--- src/include/ssp_pkg.sv ---
/*
  Shared constants for the synchronous slave serial port: register
  offsets, bit positions, reset values and shifter sizes.
  Assumes a classic Wishbone slave with 32-bit data, byte addresses.
*/
package ssp_pkg;
  // Register byte offsets
  localparam logic [4:0] OFF_TX_STAT  = 5'h00;
  localparam logic [4:0] OFF_RX_STAT  = 5'h04;
  localparam logic [4:0] OFF_BAUD     = 5'h08;
  localparam logic [4:0] OFF_TX_BUF   = 5'h0c;
  localparam logic [4:0] OFF_RX_BUF   = 5'h10;
  localparam logic [4:0] OFF_INT_CTRL = 5'h14;
  localparam logic [4:0] OFF_INT_FLAG = 5'h18;
  // Transmit status/control bit positions
  localparam int TX_CLOCK_SOURCE_SELECT = 7;
  localparam int TX_TX9  = 6;
  localparam int TX_TRANSMIT_ENABLE = 5;
  localparam int TX_SYNC = 4;
  localparam int TX_TRMT = 1;
  localparam int TX_TRANSMIT_NINTH_BIT = 0;
  // Receive status/control bit positions
  localparam int RX_SERIAL_PORT_ENABLE = 7;
  localparam int RX_RX9  = 6;
  localparam int RX_SINGLE_RECEIVE_ENABLE = 5;
  localparam int RX_CONTINUOUS_RECEIVE_ENABLE = 4;
  localparam int RX_FRAMING_ERROR_FLAG = 2;
  localparam int RX_OVERRUN_ERROR_FLAG = 1;
  localparam int RX_RECEIVE_NINTH_BIT = 0;
  // Interrupt control and flag positions
  localparam int IC_GIE  = 7;
  localparam int IC_PERIPHERAL_INTERRUPT_ENABLE = 6;
  localparam int IC_RECEIVE_INTERRUPT_ENABLE = 1;
  localparam int IC_TRANSMIT_INTERRUPT_ENABLE = 0;
  localparam int IF_RECEIVE_BUFFER_FULL_FLAG = 1;
  localparam int IF_TRANSMIT_BUFFER_EMPTY_FLAG = 0;
  // Reset values
  localparam logic [7:0] TX_STAT_RST  = 8'h02;
  localparam logic [7:0] RX_STAT_RST  = 8'h00;
  localparam logic [7:0] BAUD_RST     = 8'h00;
  localparam logic [7:0] INT_CTRL_RST = 8'h00;
  // Shifter word lengths
  localparam logic [3:0] BITS_8 = 4'h8;
  localparam logic [3:0] BITS_9 = 4'h9;
endpackage
--- src/include/ssp_link_if.sv ---
/*
  Bundle between the register core and the serial shifter.
  Assumes both ends run on the same system clock.
*/
`timescale 1ns/10ps
interface ssp_link_if;
  logic       tx_load;    // Pulse: take a word into the shifter
  logic [8:0] tx_word;
  logic       tx_nine;
  logic       tx_busy;
  logic       rx_en;
  logic       rx_nine;
  logic       rx_done;    // Pulse: a word has been received
  logic [8:0] rx_word;
  logic       slave_on;

  modport core (output tx_load, output tx_word, output tx_nine, output rx_en,
                output rx_nine, output slave_on, input tx_busy, input rx_done,
                input rx_word);
  modport shifter (input tx_load, input tx_word, input tx_nine, input rx_en,
                   input rx_nine, input slave_on, output tx_busy, output rx_done,
                   output rx_word);
endinterface // ssp_link_if

--- src/hdl/ssp_shifter.sv ---
/*
  Serial shifter on the external shift clock, found by sampling the
  synchronised clock pin with the system clock.
  Assumes the master shift clock is slow against clk (160 ns period).
*/
`timescale 1ns/10ps
module ssp_shifter (
  input  wire logic  clk,
  input  wire logic  rst,
  input  wire logic  sck_in,
  input  wire logic  sdat_in,
  output logic       sdat_out,
  output logic       sdat_oe,
  ssp_link_if.shifter lk
);
  typedef struct packed {
    logic [1:0] ck_sync;
    logic [1:0] dt_sync;
    logic       ck_last;
    logic [8:0] transmit_shift_register;
    logic [3:0] tx_cnt;
    logic       tx_act;
    logic [8:0] receive_shift_register;
    logic [3:0] rx_cnt;
    logic       done;
    logic [8:0] rword;
    logic       dout;
  } ssp_sh_t;

  ssp_sh_t st_r, st_nxt;
  logic    ck_rise, ck_fall;
  logic [3:0] rx_len;

  assign ck_rise = st_r.ck_sync[1] & ~st_r.ck_last;
  assign ck_fall = ~st_r.ck_sync[1] & st_r.ck_last;
  assign rx_len  = lk.rx_nine ? ssp_pkg::BITS_9 : ssp_pkg::BITS_8;

  // Synchronise pins, shift out on fall, sample in on fall
  always_comb begin
    st_nxt         = st_r;
    st_nxt.ck_sync = {st_r.ck_sync[0], sck_in};
    st_nxt.dt_sync = {st_r.dt_sync[0], sdat_in};
    st_nxt.ck_last = st_r.ck_sync[1];
    st_nxt.done    = 1'b0;
    if (!lk.slave_on) begin
      st_nxt.tx_act = 1'b0;
      st_nxt.rx_cnt = 4'h0;
    end else begin
      if (lk.tx_load) begin
        st_nxt.transmit_shift_register    = lk.tx_word;
        st_nxt.tx_cnt = lk.tx_nine ? ssp_pkg::BITS_9 : ssp_pkg::BITS_8;
        st_nxt.tx_act = 1'b1;
        st_nxt.dout   = lk.tx_word[0];   // LSB first
      end else if (st_r.tx_act && ck_fall) begin
        st_nxt.transmit_shift_register    = {1'b0, st_r.transmit_shift_register[8:1]};
        st_nxt.dout   = st_r.transmit_shift_register[1];
        st_nxt.tx_cnt = st_r.tx_cnt - 4'h1;
        if (st_r.tx_cnt == 4'h1) begin
          st_nxt.tx_act = 1'b0;
        end
      end
      // Receive samples the data pin on the falling shift edge
      if (!lk.rx_en) begin
        st_nxt.rx_cnt = 4'h0;
      end else if (ck_fall && !st_r.tx_act) begin
        st_nxt.receive_shift_register    = {st_r.dt_sync[1], st_r.receive_shift_register[8:1]};
        st_nxt.rx_cnt = st_r.rx_cnt + 4'h1;
        if (st_r.rx_cnt + 4'h1 == rx_len) begin
          st_nxt.rx_cnt = 4'h0;
          st_nxt.done   = 1'b1;
          st_nxt.rword  = lk.rx_nine ? {st_r.dt_sync[1], st_r.receive_shift_register[8:1]}
                                     : {1'b0, st_r.dt_sync[1], st_r.receive_shift_register[8:2]};
        end
      end
    end
  end

  // Edges unused beyond fall; rise drops out of sdat_oe, which follows tx_act alone
  always_ff @(posedge clk or posedge rst) begin
    if (rst) begin
      st_r <= '0;
    end else begin
      st_r <= st_nxt;
    end
  end

  assign lk.tx_busy = st_r.tx_act | lk.tx_load;
  assign lk.rx_done = st_r.done;
  assign lk.rx_word = st_r.rword;
  assign sdat_out   = st_r.dout;
  assign sdat_oe    = st_r.tx_act & ~ck_rise | st_r.tx_act;
endmodule // ssp_shifter

--- src/hdl/ssp_top.sv ---
/*
  Synchronous slave serial port: Wishbone register file, single-word
  transmit buffer, receive buffer with flags, wake and interrupt outputs.
  Assumes an external master drives the shift clock pin; both input pins are
  asynchronous to clk and are synchronised in the shifter.
*/
// Added by the designer: the register addresses and the Wishbone register port.
`timescale 1ns/10ps
// Overview of operation
// - Clock-source-select cleared selects slave mode with external shift clock.
// - External clock lets the port run through every low-power mode.
// - Transfers match master mode apart from sleep and single-receive handling.
// - First of two written words moves at once to the shifter.
// - Second word waits in buffer, empty flag stays clear meanwhile.
// - Shifter empty: waiting word loads, then empty flag sets.
// - Transmit interrupt enable lets empty flag wake core; vector needs global.
// - Nine-bit select and ninth bit set before data byte; nine bits shift.
// - With transmit enabled, writing the transmit buffer starts transmission.
// - Single-receive enable ignored; continuous enable alone governs reception.
// - Continuous receive enabled before sleep accepts words during sleep.
// - Finished word moves to receive buffer; enabled interrupt wakes core.
// - Receive-buffer-full flag sets on completion; interrupt if enabled.
// - Ninth bit and errors in receive status, data byte in buffer.
// - Clearing continuous receive clears errors; software uses it to recover.
// - Received data sampled on falling edge of the shift clock.
module ssp_top (
  input  wire logic        clk,
  input  wire logic        rst,
  input  wire logic        wb_cyc_i,
  input  wire logic        wb_stb_i,
  input  wire logic        wb_we_i,
  input  wire logic [4:0]  wb_adr_i,
  input  wire logic [3:0]  wb_sel_i,
  input  wire logic [31:0] wb_dat_i,
  output logic      [31:0] wb_dat_o,
  output logic             wb_ack_o,
  input  wire logic        shift_clock_pin,
  input  wire logic        data_pin_in,
  output logic             data_pin_out,
  output logic             data_pin_oe,
  input  wire logic        core_low_power,
  output logic             wake_req,
  output logic             irq_vector
);
  typedef struct packed {
    logic [7:0] tx_stat;
    logic [7:0] rx_stat;
    logic [7:0] baud;
    logic [7:0] tx_buf;
    logic       tx_buf_ninth;
    logic       tx_buf_full;
    logic [7:0] rx_buf;
    logic       rx_full;
    logic [7:0] int_ctrl;
    logic       tx_load;
    logic       ack;
    logic [31:0] dat;
  } ssp_core_t;

  ssp_core_t st_r, st_nxt;
  ssp_link_if lk ();

  logic wr_req, rd_req, slave_on, tx_empty_flag, rx_pend;

  // Byte lane 0 carries every 8-bit register
  assign wr_req   = wb_cyc_i & wb_stb_i & wb_we_i & wb_sel_i[0] & ~st_r.ack;
  assign rd_req   = wb_cyc_i & wb_stb_i & ~wb_we_i & ~st_r.ack;
  // Slave only when serial port on, sync set and source select clear
  assign slave_on = st_r.rx_stat[ssp_pkg::RX_SERIAL_PORT_ENABLE] & st_r.tx_stat[ssp_pkg::TX_SYNC]
                  & ~st_r.tx_stat[ssp_pkg::TX_CLOCK_SOURCE_SELECT];
  assign tx_empty_flag = ~st_r.tx_buf_full & ~st_r.tx_load;
  assign rx_pend  = st_r.rx_full;

  assign lk.slave_on = slave_on;
  assign lk.tx_load  = st_r.tx_load;
  assign lk.tx_word  = {st_r.tx_buf_ninth, st_r.tx_buf};
  assign lk.tx_nine  = st_r.tx_stat[ssp_pkg::TX_TX9];
  // Single-receive enable plays no part here
  assign lk.rx_en    = st_r.rx_stat[ssp_pkg::RX_CONTINUOUS_RECEIVE_ENABLE];
  assign lk.rx_nine  = st_r.rx_stat[ssp_pkg::RX_RX9];

  // Register file, buffering and flags
  always_comb begin
    st_nxt         = st_r;
    st_nxt.ack     = rd_req | (wb_cyc_i & wb_stb_i & wb_we_i & ~st_r.ack);
    st_nxt.tx_load = 1'b0;
    st_nxt.tx_stat[ssp_pkg::TX_TRMT] = ~lk.tx_busy;
    // Buffered word moves as soon as the shifter is free
    if (st_r.tx_buf_full && !lk.tx_busy && !st_r.tx_load && slave_on
        && st_r.tx_stat[ssp_pkg::TX_TRANSMIT_ENABLE]) begin
      st_nxt.tx_load     = 1'b1;
      st_nxt.tx_buf_full = 1'b0;
    end
    // Completed word lands in the receive buffer
    if (lk.rx_done) begin
      if (st_r.rx_full) begin
        st_nxt.rx_stat[ssp_pkg::RX_OVERRUN_ERROR_FLAG] = 1'b1;                   // Word lost
      end else begin
        st_nxt.rx_buf  = lk.rx_word[7:0];
        st_nxt.rx_full = 1'b1;
        st_nxt.rx_stat[ssp_pkg::RX_RECEIVE_NINTH_BIT] = lk.rx_word[8];
      end
    end
    // Reading the receive buffer frees it
    if (rd_req && wb_adr_i == ssp_pkg::OFF_RX_BUF && !lk.rx_done) begin
      st_nxt.rx_full = 1'b0;
    end
    if (wr_req) begin
      unique case (wb_adr_i)
        ssp_pkg::OFF_TX_STAT: begin
          st_nxt.tx_stat = {wb_dat_i[7:2], st_nxt.tx_stat[ssp_pkg::TX_TRMT],
                            wb_dat_i[0]};
        end
        ssp_pkg::OFF_RX_STAT: begin
          st_nxt.rx_stat[7:3] = wb_dat_i[7:3];
          // Dropping continuous receive clears pending errors
          if (!wb_dat_i[ssp_pkg::RX_CONTINUOUS_RECEIVE_ENABLE]) begin
            st_nxt.rx_stat[ssp_pkg::RX_OVERRUN_ERROR_FLAG] = lk.rx_done & st_r.rx_full; // Set wins
            st_nxt.rx_stat[ssp_pkg::RX_FRAMING_ERROR_FLAG] = 1'b0;
          end
        end
        ssp_pkg::OFF_BAUD:     st_nxt.baud     = wb_dat_i[7:0];
        ssp_pkg::OFF_INT_CTRL: st_nxt.int_ctrl = wb_dat_i[7:0];
        ssp_pkg::OFF_TX_BUF: begin
          // Ninth bit latched with the byte, so it must be set first
          if (st_r.tx_stat[ssp_pkg::TX_TRANSMIT_ENABLE] && !st_r.tx_buf_full) begin
            st_nxt.tx_buf       = wb_dat_i[7:0];
            st_nxt.tx_buf_ninth = st_r.tx_stat[ssp_pkg::TX_TRANSMIT_NINTH_BIT];
            st_nxt.tx_buf_full  = 1'b1;
          end
        end
        default: ;
      endcase
    end
    // Read mux, unmapped offsets read zero
    st_nxt.dat = 32'h0000_0000;
    if (rd_req) begin
      unique case (wb_adr_i)
        ssp_pkg::OFF_TX_STAT:  st_nxt.dat[7:0] = st_r.tx_stat;
        ssp_pkg::OFF_RX_STAT:  st_nxt.dat[7:0] = st_r.rx_stat;
        ssp_pkg::OFF_BAUD:     st_nxt.dat[7:0] = st_r.baud;
        ssp_pkg::OFF_RX_BUF:   st_nxt.dat[7:0] = st_r.rx_buf;
        ssp_pkg::OFF_INT_CTRL: st_nxt.dat[7:0] = st_r.int_ctrl;
        ssp_pkg::OFF_INT_FLAG: st_nxt.dat[1:0] = {rx_pend, tx_empty_flag};
        default:               st_nxt.dat = 32'h0000_0000;
      endcase
    end
  end

  always_ff @(posedge clk or posedge rst) begin
    if (rst) begin
      st_r          <= '0;
      st_r.tx_stat  <= ssp_pkg::TX_STAT_RST;
      st_r.rx_stat  <= ssp_pkg::RX_STAT_RST;
      st_r.baud     <= ssp_pkg::BAUD_RST;
      st_r.int_ctrl <= ssp_pkg::INT_CTRL_RST;
    end else begin
      st_r <= st_nxt;
    end
  end

  // Shifter keeps running whatever the core power state
  ssp_shifter u_shifter (
    .clk      (clk),
    .rst      (rst),
    .sck_in   (shift_clock_pin),
    .sdat_in  (data_pin_in),
    .sdat_out (data_pin_out),
    .sdat_oe  (data_pin_oe),
    .lk       (lk)
  );

  // Wake needs only the local enable; vectoring also needs global/peripheral
  logic tx_int, rx_int;
  assign tx_int     = tx_empty_flag & st_r.int_ctrl[ssp_pkg::IC_TRANSMIT_INTERRUPT_ENABLE];
  assign rx_int     = rx_pend & st_r.int_ctrl[ssp_pkg::IC_RECEIVE_INTERRUPT_ENABLE];
  assign wake_req   = core_low_power & (tx_int | rx_int);
  assign irq_vector = (tx_int | rx_int) & st_r.int_ctrl[ssp_pkg::IC_GIE]
                    & st_r.int_ctrl[ssp_pkg::IC_PERIPHERAL_INTERRUPT_ENABLE];
  assign wb_ack_o   = st_r.ack;
  assign wb_dat_o   = st_r.dat;
endmodule // ssp_top

--- config.mk ---
export PLATFORM = sky130hd
export DESIGN_NAME = ssp_top
export DESIGN_NICKNAME = d
export VERILOG_FILES = /design/src/include/ssp_pkg.sv /design/src/include/ssp_link_if.sv /design/src/hdl/ssp_shifter.sv /design/src/hdl/ssp_top.sv
export SDC_FILE = /design/constraint.sdc
export NUM_CORES = 1
export LEC_CHECK = 0
export ABC_CLOCK_PERIOD_IN_PS = 4400
export BUFFER_PORTS_ARGS = -buffer_cell sky130_fd_sc_hd__buf_2
export CAP_MARGIN = 20
export CORE_ASPECT_RATIO = 1.5
export CORE_MARGIN = 3
export CORE_UTILIZATION = 45
export DETAILED_ROUTE_END_ITERATION = 8
export GPL_ROUTABILITY_DRIVEN = 0
export PLACE_DENSITY = 0.67
export SLEW_MARGIN = 20
export SYNTH_ARGS = -nofsm -noshare
export SYNTH_HDL_FRONTEND = slang
export SYNTH_HIERARCHICAL = 1
export SYNTH_SLANG_ARGS = --single-unit
--- constraint.sdc ---
create_clock -name clk -period 4.4 [get_ports clk]
set_input_delay 0.88 -clock clk [delete_from_list [all_inputs] [get_ports clk]]
set_output_delay 0.88 -clock clk [all_outputs]
set_load 0.1 [all_outputs]
==> results of run 1 <==
cell usage in the layout, fill, tap and decap left out, types with 3 or more instances in the layout:
master     count
nor3_2         3
nor3_1         3
clkbuf_16      9
a21oi_1       12
dfrtp_1      100
o21ai_0       11
nor2_1        11
buf_2         34
a22oi_1        8
mux2_4         8
or3_1          3
inv_1          8
nand3_1        5
nand2_1       20
and3b_1        3
conb_1        24
ha_1           3
xor2_1         5
nand2b_1       3
nor2b_1        4
mux2i_1       13
mux2_2        70
final cells by class:
cell class              instances  area (um2)
clock buffers                  12       256.5
clock inverters                 3       43.79
multi-input cells             243        1984
inverters                       9       33.78
fillers                       910        5095
repair buffers                 36       185.2
well taps                     141       176.4
flip-flops and latches        101        2529
sequential cells by signal, indices dropped and copies added, names as in the netlist:
name                  cells
lk.rx_en                  1
rx_pend                   1
lk.tx_load                1
lk.tx_word                9
lk.tx_nine                1
u_shifter/lk.rx_word      9
u_shifter/st_nxt          3
st_r                     37
wb_ack_o                  1
u_shifter/st_r           28
lk.rx_nine                1
u_shifter/lk.rx_done      1
wb_dat_o                  8
cells by family (layout without fill, tap and decap cells):
logic type	after synthesis	count (layout)	synth area share (%)
buf+inv	66	60	8.751
mux	91	91	21.42
simple gates	71	71	9.164
fa+ha+maj	3	3	0.7745
flops	101	101	52.17
xor+xnor	6	6	1.084
other cells	1	24	0.07737
compound gates	48	48	6.557
power by group through the flow:
stage / combinational, W / sequential [W] / clock, W
final: 0.000172 / 0.000954 / 0.000782
after global routing: 0.000183 / 0.000954 / 0.000846
after CTS: 0.000173 / 0.000954 / 0.000804
after detailed placement: 0.000173 / 0.000971 / 0
after global placement: 0.000171 / 0.000970 / 0
after floorplan: 0.000160 / 0.000970 / 0
critical path: stages, from the launching register on:
cell     delay, ps
dfrtp_1        910
nor2_1         160
a22o_1         260
and3_1         190
buf_2          290
worst paths after layout:
kind | slack [ps] | to | startpoint | depth (start not counted)
hold reg to reg | 350 | u_shifter/st_r[40]$_DFF_PP0_ | u_shifter/st_nxt[40]$_DFF_PP0_ | 0
setup / recovery | 1380 | irq_vector | lk.tx_load$_DFF_PP0_ | 4
hold / removal | 350 | u_shifter/st_r[40]$_DFF_PP0_ | u_shifter/st_nxt[40]$_DFF_PP0_ | 0
min in group asynchronous | 690 | st_r[44]$_DFFE_PP0P_ | rst | 2
setup reg to reg | 1850 | u_shifter/lk.rx_word[7]$_DFFE_PP0P_ | st_r[84]$_DFFE_PP0P_ | 4
max in group asynchronous | 2890 | st_r[82]$_DFFE_PP0P_ | rst | 3
per-layer routing:
layer,part of all wire [%],global-route usage [%],vias up
met5,0,0,-
met4,3.9,7.496,0
met3,4.6,3.785,17
met2,50,25.84,76
met1,42,18.17,1420
li1,-,-,1330
per-stage QoR:
step           util [%]  instances
3_5_place_dp      47.60        530
5_1_grt           50.55        545
4_1_cts           50.52        545
2_1_floorplan         -        410
6_report          50.55        545
3_3_place_gp      47.60        530
==> flow_summary.toml, run 1 <==
[synthesis]
ys_ff_latch = 101
synthMostInstantiatedCell = "dfrtp_1"
async_flop_share_pct = 100.0
synth_commonest_cells = "dfrtp_1 (100), mux2_2 (70), buf_4 (41)"
synthTopCellsByArea = "dfrtp_1 (52%), mux2_2 (16%), buf_4 (6.4%)"
synth_area_um2 = 4847
synth_flop_cell = "dfrtp_1"
synth_top_area_share_pct = 51.63
synthCells = 387
avgSynthCellArea_um2 = 12.52
synth-edff-count = 0
post-synth-top-area-cell = "dfrtp_1"
synth.distinct_cells = 51
yosys_warnings = 6
yosysSeqAreaShare_pct = 52.17

[die]
initial_core_util_pct = 47.04
die_h_um = 133.1
die_x_um = 90.74
io_pins = 86
dieArea_um2 = 12080
fp.coreArea_um2 = 10300
rows = 45

[cts]
path_clk_slew_ps = 60
ctsHtreeMaxLevel = 3
hold_buffers = 0
clockRootBuffer = "clkbuf_16"
clockBufferDepth = 2
post_cts_buffers = 0
cts-buffers-inserted = 9
ctsResizeCount = 0
cts_tree = "yes"
clk_latency_ps = 330
cts.sinks = 101

[pwr]
power.internal_w = 0.001442
power_density_nw_per_um2 = 366.1
finalPower_w = 0.001907
ir_drop_mv = 0.1902
p_sw_w = 0.0004653
p_leak_nw = 2.523
p_comb_share_pct = 9.0
power_frac_seq_pct = 50.0
power_frac_clock_pct = 41.0
p_sw_share_pct = 24.40

[timing]
layout_min_cycle_time_ps = 3016
hold_slack_ps = 347.0
final_max_slew_viol_count = 0
setup_viol_count_final = 0
finalHoldViolCount = 0
finalCritPeriodShare_pct = 68.54
setup_tns_ps = 0
rsz0062_at_grt = "no"
timing.fmax_mhz = 331.6
relSlewSlack_pct = 30.92
worstMarginPinSlew_ps = 1028
worst_slack_ps = 1384
fin_skew_ps = 8.105

[routing]
vias = 2843
dr.pass1.iters = 4
via_per_inst = 5.217
route.detailed.drc = 0
drt-initial-drc-count = 138
antenna_left = 0
post_drt_wl_per_cell_um = 16.11
drt-total-wl_um = 8778

[critical_path]
cp_max_fo = 21
crit_required_ps = 3520
path_class = "reg -> out"
end_kind = "output port"
critPathLaunchType = "register"
arrival_ps = 2140

[placement]
dp_slack_ps = 1311
io_buffer_count = 34
dp.final_hpwl_um = 6537
dpl-instance-area_um2 = 4905

[layout]
diodes = 0
fin_nets = 452
area_delta_synth_final_pct = 7.460
final_layout_size_suffix_gt1_share_pct = 34.90
fin_area_um2 = 5209

[status]
status = "complete, no violations"

[min_path]
hp-class = "reg -> reg"

[global_route]
antenna_found_initial = 0
grt_use_total_pct = 15.31
grt_max_degree = 42
grt_pass1_vias = 2906
overflow = 0
grt_first_pass_wirelength_um = 14620

[flow_run]
maxCapViolations = 0
Power figures use the tool's default switching activity.
==> run 2, diff against run 1 <==
ABC_AREA = 1   (was unset)
ABC_CLOCK_PERIOD_IN_PS = 2800   (was 4400)
clock period = 2.8 ns   (was 4.4 ns; I/O delays follow)
==> flow_summary.toml, run 2 <==
[cts]
cts_tree = "yes"
clockBufferDepth = 2
clk_latency_ps = 350
ctsHtreeMaxLevel = 3
path_clk_slew_ps = 70
ctsResizeCount = 0
cts-buffers-inserted = 9
post_cts_buffers = 0
clockRootBuffer = "clkbuf_16"
cts.sinks = 101
hold_buffers = 0

[min_path]
hold_start = "data_pin_in"
min_to = "u_shifter/st_nxt[40]$_DFF_PP0_"
hold_depth = 1
hp-class = "in -> reg"

[synthesis]
synth-simple-area-share_pct = 22.96
synth_top_family_by_area = "simple AND/OR/NAND/NOR gates"
synth_flop_cell = "dfrtp_1"
synth.distinct_cells = 32
synthCells = 570
async_flop_share_pct = 100.0
ys_ff_latch = 101
synthXorXnorAreaFrac_pct = 0
synth_commonest_cells = "nand2_1 (142), dfrtp_1 (100), inv_1 (55)"
synthTopCellsByArea = "dfrtp_1 (51%), nand2_1 (11%), buf_4 (6.9%)"
post-synth-top-area-cell = "dfrtp_1"
synth-compound-area-share_pct = 9.707
yosysSeqAreaShare_pct = 51.49
synthMuxAreaShare_pct = 1.605
avgSynthCellArea_um2 = 8.616
synth-edff-count = 0
synthMostInstantiatedCell = "nand2_1"
synth_area_um2 = 4911
synth_top_area_share_pct = 50.96
synth_adder_area_share_pct = 0.7643
yosys_warnings = 6

[critical_path]
cp_max_fo = 3
r2r_cells = 7
worst_path_most_repeated_cell = "nor2_1"
cpPeakStageDelay_ps = 430
r2r_start = "lk.rx_nine$_DFFE_PP0P_"
crit_required_ps = 2240
arrival_ps = 1610
path_delay_family = "buffers and inverters"
crit_chain = "nor2_1, a22oi_1, nor2_1, buf_2"
critPathLaunchType = "register"
r2r_setup_slack_ps = 830
path_buf_inv = 1
end_kind = "output port"
reg2reg_to = "u_shifter/lk.rx_word[1]$_DFFE_PP0P_"
crit_slowest_cell = "buf_2"
path_class = "reg -> out"

[layout]
fin_nets = 635
top_regs = "st_r (37), u_shifter/st_r (28)"
multi_input_area_um2 = 1810
diodes = 0
final_layout_size_suffix_gt1_share_pct = 14.63
final_cell_mix = "nand2_1 (142), dfrtp_1 (100), inv_1 (54)"
layout_commonest_cell = "nand2_1"
largest_reg_flops = 37
top_register = "st_r"
postLayoutCoreUtil_pct = 49.68
fillerInstances = 1017
finalNonFillerCells = 732
area_delta_synth_final_pct = 7.134
ff_latch_area_um2 = 2529

[timing]
setup_viol_count_final = 0
relSlewSlack_pct = 41.89
finalHoldViolCount = 0
worstMarginPinSlew_ps = 870.4
rsz0062_at_grt = "no"
final_max_slew_viol_count = 0
finalCritPeriodShare_pct = 77.68
layout_min_cycle_time_ps = 2175
setup_tns_ps = 0
fin_skew_ps = 13.95
timing.fmax_mhz = 459.8

[placement]
io_buffer_count = 34
place_inst = 716
dp.final_hpwl_um = 7102

[global_route]
grt_first_pass_wirelength_um = 16440
overflow = 0
grt_use_total_pct = 16.76
grt_pass1_vias = 3433
grt_max_degree = 42
antenna_found_initial = 0

[routing]
via_per_inst = 5.011
antenna_left = 0
drt-total-wl_um = 9937
dr.pass1.iters = 5
drt-initial-drc-count = 272
post_drt_wl_per_cell_um = 13.58
route.detailed.drc = 0
vias = 3668

[pwr]
ir_drop_mv = 0.2728
p_leak_nw = 2.588
power_density_nw_per_um2 = 567.1

[die]
die_h_um = 133.9
io_pins = 86
fp.coreArea_um2 = 10590
dieArea_um2 = 12230
initial_core_util_pct = 46.37
rows = 46
die_x_um = 91.30

[flow_run]
maxCapViolations = 0

[status]
status = "complete, no violations"
[run 2: changes by cell type after synthesis, moves of 6 or more]
cell,before,now
mux2_4,8,0
nand3_1,5,36
mux2_2,70,7
o21ai_0,12,39
a21oi_1,12,6
buf_2,4,11
nand4_1,0,21
inv_1,9,55
mux2i_1,13,0
a22oi_1,8,1
nand2_1,20,142
nor2_1,11,31
o21ai_1,0,41
[run 2: routing by layer]
| layer | global-route usage (%) | vias up | part of all wire, % |
|---|---|---|---|
| met3 | 3.199 | 22 | 6.2 |
| met4 | 9.732 | 0 | 4.4 |
| li1 | - | 1802 | - |
| met1 | 20.39 | 1710 | 42 |
| met5 | 0 | - | 0 |
| met2 | 27.69 | 134 | 48 |
[run 2: worst register-to-register path, stage by stage (launching register included)]
cell,delay [ps]
dfrtp_1,670
inv_1,150
nand2_1,100
nand3_1,70
nor2_2,380
nand3_2,300
nand2_1,140
nand2_1,50
[run 2: logic make-up (layout without fill, tap and decap cells)]
family / count (synthesis) / count (layout)
adders and majority gates: 3 / 3
buffers and inverters: 120 / 115
muxes: 7 / 7
DFF: 101 / 101
other: 1 / 24
and+or+nand+nor: 247 / 247
AOI/OAI and AO/OA: 91 / 91
[run 2: area by class of cell]
| class | instances | share of cell area (%) |
|---|---|---|
| Multi-Input combinational cell | 372 | 34.41 |
| Timing Repair Buffer | 43 | 4.518 |
| Inverter | 56 | 4.043 |
| Sequential cell | 101 | 48.06 |
| Clock buffer | 9 | 4.281 |
| Clock inverter | 7 | 1.260 |
| Tap cell | 144 | 3.424 |
[run 2: worst max-delay path by stage]
stage / startpoint / to / cells after the start
global route: st_r[51]$_DFF_PP0_ / wake_req / 4
global placement: wb_adr_i[4] / st_r[70]$_DFF_PP0_ / 5
finish: st_r[51]$_DFF_PP0_ / irq_vector / 4
detailed placement: wb_adr_i[4] / st_r[70]$_DFF_PP0_ / 5
floorplan: lk.tx_load$_DFF_PP0_ / irq_vector / 3
CTS: st_r[51]$_DFF_PP0_ / irq_vector / 4
[run 2: power breakdown]
part	total [W]	internal (W)	switching (W)
Sequential	0.00150	0.00148	0.0000205
Clock	0.00121	0.000625	0.000582
Combinational	0.000275	0.0000363	0.000239
[run 2: metrics by stage]
| step | hold WS (ps) | setup slack (ps) | total power [W] | instance area [um2] |
|---|---|---|---|---|
| final | 316.9 | 625.1 | 0.002984 | 5261 |
| after global routing | 313.7 | 518.1 | 0.003087 | 5261 |
| after CTS | 307.3 | 630.2 | 0.003011 | 5261 |
| after detailed placement | 336.5 | 642.5 | 0.001807 | 4970 |
| after global placement | 332.1 | 695.9 | 0.001802 | 4970 |
| after floorplan | 331.2 | 380.4 | 0.001779 | 4997 |
==> run 3, diff against run 2 <==
ABC_AREA = 0   (was 1)
ABC_CLOCK_PERIOD_IN_PS = 2009   (was 2800)
clock period = 2.01 ns   (was 2.8 ns; I/O delays follow)
==> flow_summary.toml, run 3 (synthesis results as in run 1) <==
[critical_path]
crit_chain = "nor2_2, a22o_1, and3_1, buf_12"
end_kind = "output port"
critPathLaunchType = "register"
cp_max_fo = 4
path_class = "reg -> out"
arrival_ps = 1500
r2r_setup_slack_ps = 160
crit_slowest_cell = "dfrtp_1"
cpPeakStageDelay_ps = 420
crit_required_ps = 1610

[timing]
finalHoldViolCount = 0
relSlewSlack_pct = 65.30
worstMarginPinSlew_ps = 520.5
timing.fmax_mhz = 525.9
setup_viol_count_final = 0
final_max_slew_viol_count = 0
rsz0062_at_grt = "no"
setup_tns_ps = 0
finalCritPeriodShare_pct = 94.61
layout_min_cycle_time_ps = 1902
fin_skew_ps = 6.617

[global_route]
grt_use_total_pct = 16.67
grt_max_degree = 61
grt_pass1_vias = 3013
antenna_found_initial = 0
grt_first_pass_wirelength_um = 15740
overflow = 0

[min_path]
hp-class = "in -> async"

[layout]
fin_area_um2 = 5425
layout_commonest_cell = "dfrtp_1"
final_cell_mix = "dfrtp_1 (99), mux2_2 (70), buf_2 (32)"
largest_reg_flops = 37
final_layout_size_suffix_gt1_share_pct = 39.20
fin_nets = 473
finalNonFillerCells = 567
postLayoutCoreUtil_pct = 52.65
diodes = 0
top_register = "st_r"
area_delta_synth_final_pct = 11.93
top_regs = "st_r (37), u_shifter/st_r (28)"

[die]
rows = 45
die_x_um = 90.74
io_pins = 86
die_h_um = 133.1
fp.coreArea_um2 = 10300
dieArea_um2 = 12080
initial_core_util_pct = 47.04

[flow_run]
maxCapViolations = 0

[pwr]
power.internal_w = 0.003037
p_comb_share_pct = 9.6
power_frac_clock_pct = 40.3
p_leak_nw = 2.638
finalPower_w = 0.004163
power_density_nw_per_um2 = 767.4
ir_drop_mv = 0.4242
p_sw_share_pct = 27.06
power_frac_seq_pct = 50.1
p_sw_w = 0.001126

[cts]
cts_tree = "yes"
clockBufferDepth = 2
clockRootBuffer = "clkbuf_16"
path_clk_slew_ps = 70
clk_latency_ps = 340
cts.sinks = 101
cts-buffers-inserted = 9
ctsHtreeMaxLevel = 3

[placement]
dp.final_hpwl_um = 6857
io_buffer_count = 34
dpl-instance-area_um2 = 5126
place_inst = 551

[routing]
dr.pass1.iters = 4
post_drt_wl_per_cell_um = 16.56
drt-total-wl_um = 9387
drt-initial-drc-count = 100
antenna_left = 0
via_per_inst = 5.155
vias = 2923
route.detailed.drc = 0

[status]
status = "complete, no violations"
## run 3: cell count changes in the layout (fill, tap and decap cells not counted), sizes merged, moves of 7 or more
cell / previous run / this run
inv: 59 / 14
nand4: 22 / 0
a22oi: 1 / 8
nor2: 35 / 11
nand3: 40 / 6
o21ai: 80 / 12
mux2i: 0 / 13
nand2: 145 / 20
buf: 43 / 57
mux2: 7 / 78
## run 3: worst max-delay path, delay by kind of cell (launching register included)
family,cells,cell delay [ps]
flip-flops,1,420
AND/OR/NAND/NOR,2,370
buffers and inverters,1,190
AO/OA/AOI/OAI,1,170
## run 3: worst paths after layout
path,end,cells past startpoint,startpoint
setup / recovery,irq_vector,4,st_r[51]$_DFF_PP0_
hold / removal,st_r[50]$_DFFE_PP0P_,3,rst
setup reg to reg,u_shifter/lk.rx_word[5]$_DFFE_PP0P_,5,u_shifter/st_r[11]$_DFFE_PP0P_
hold reg to reg,u_shifter/st_r[40]$_DFF_PP0_,0,u_shifter/st_nxt[40]$_DFF_PP0_
max in group asynchronous,u_shifter/st_r[32]$_DFFE_PP0P_,3,rst
min in group clk,u_shifter/st_nxt[42]$_DFF_PP0_,1,shift_clock_pin
## run 3: metrics by stage
step / hold slack [ps] / setup WS [ps]
6_report: 113.9 / 108.4
3_5_place_dp: 338.5 / -32.26
5_1_grt: 124.3 / 19.67
2_1_floorplan: 331.2 / -23.35
4_1_cts: 126.9 / 46.69
3_3_place_gp: 334.2 / -3.695
## run 3: what timing repair did
action / in CTS / in global routing
buffers inserted: 0 / 0
endpoints found under the setup margin: 1 / 2
resized for setup: 1 / 2
pin swaps: 0 / 0
hold buffers: 0 / 0
## run 3: routing by layer
| metal | vias to the layer above | wire length [um] | GRT usage [%] |
|---|---|---|---|
| met2 | 91 | 4395 | 25.67 |
| met5 | - | 0 | 0 |
| met1 | 1426 | 3938 | 20.53 |
| met3 | 31 | 447 | 3.898 |
| li1 | 1375 | - | - |
| met4 | 0 | 605 | 11.93 |
## run 3: cell type report
| cell class | count | area [um2] |
|---|---|---|
| multi-input cells | 243 | 2006 |
| clock buffers | 10 | 239.0 |
| fillers | 876 | 4878 |
| repair buffers | 57 | 389.1 |
| inverters | 9 | 33.78 |
| well taps | 141 | 176.4 |
| clock inverters | 6 | 51.30 |
| flip-flops and latches | 101 | 2530 |
## run 3: power by group through the flow
stage          Clock, W  Sequential [W]  Combinational (W)
4_1_cts         0.00172         0.00208           0.000404
3_5_place_dp          0         0.00212           0.000403
6_report        0.00168         0.00208           0.000402
5_1_grt         0.00181         0.00209           0.000428
2_1_floorplan         0         0.00212           0.000352
3_3_place_gp          0         0.00212           0.000398
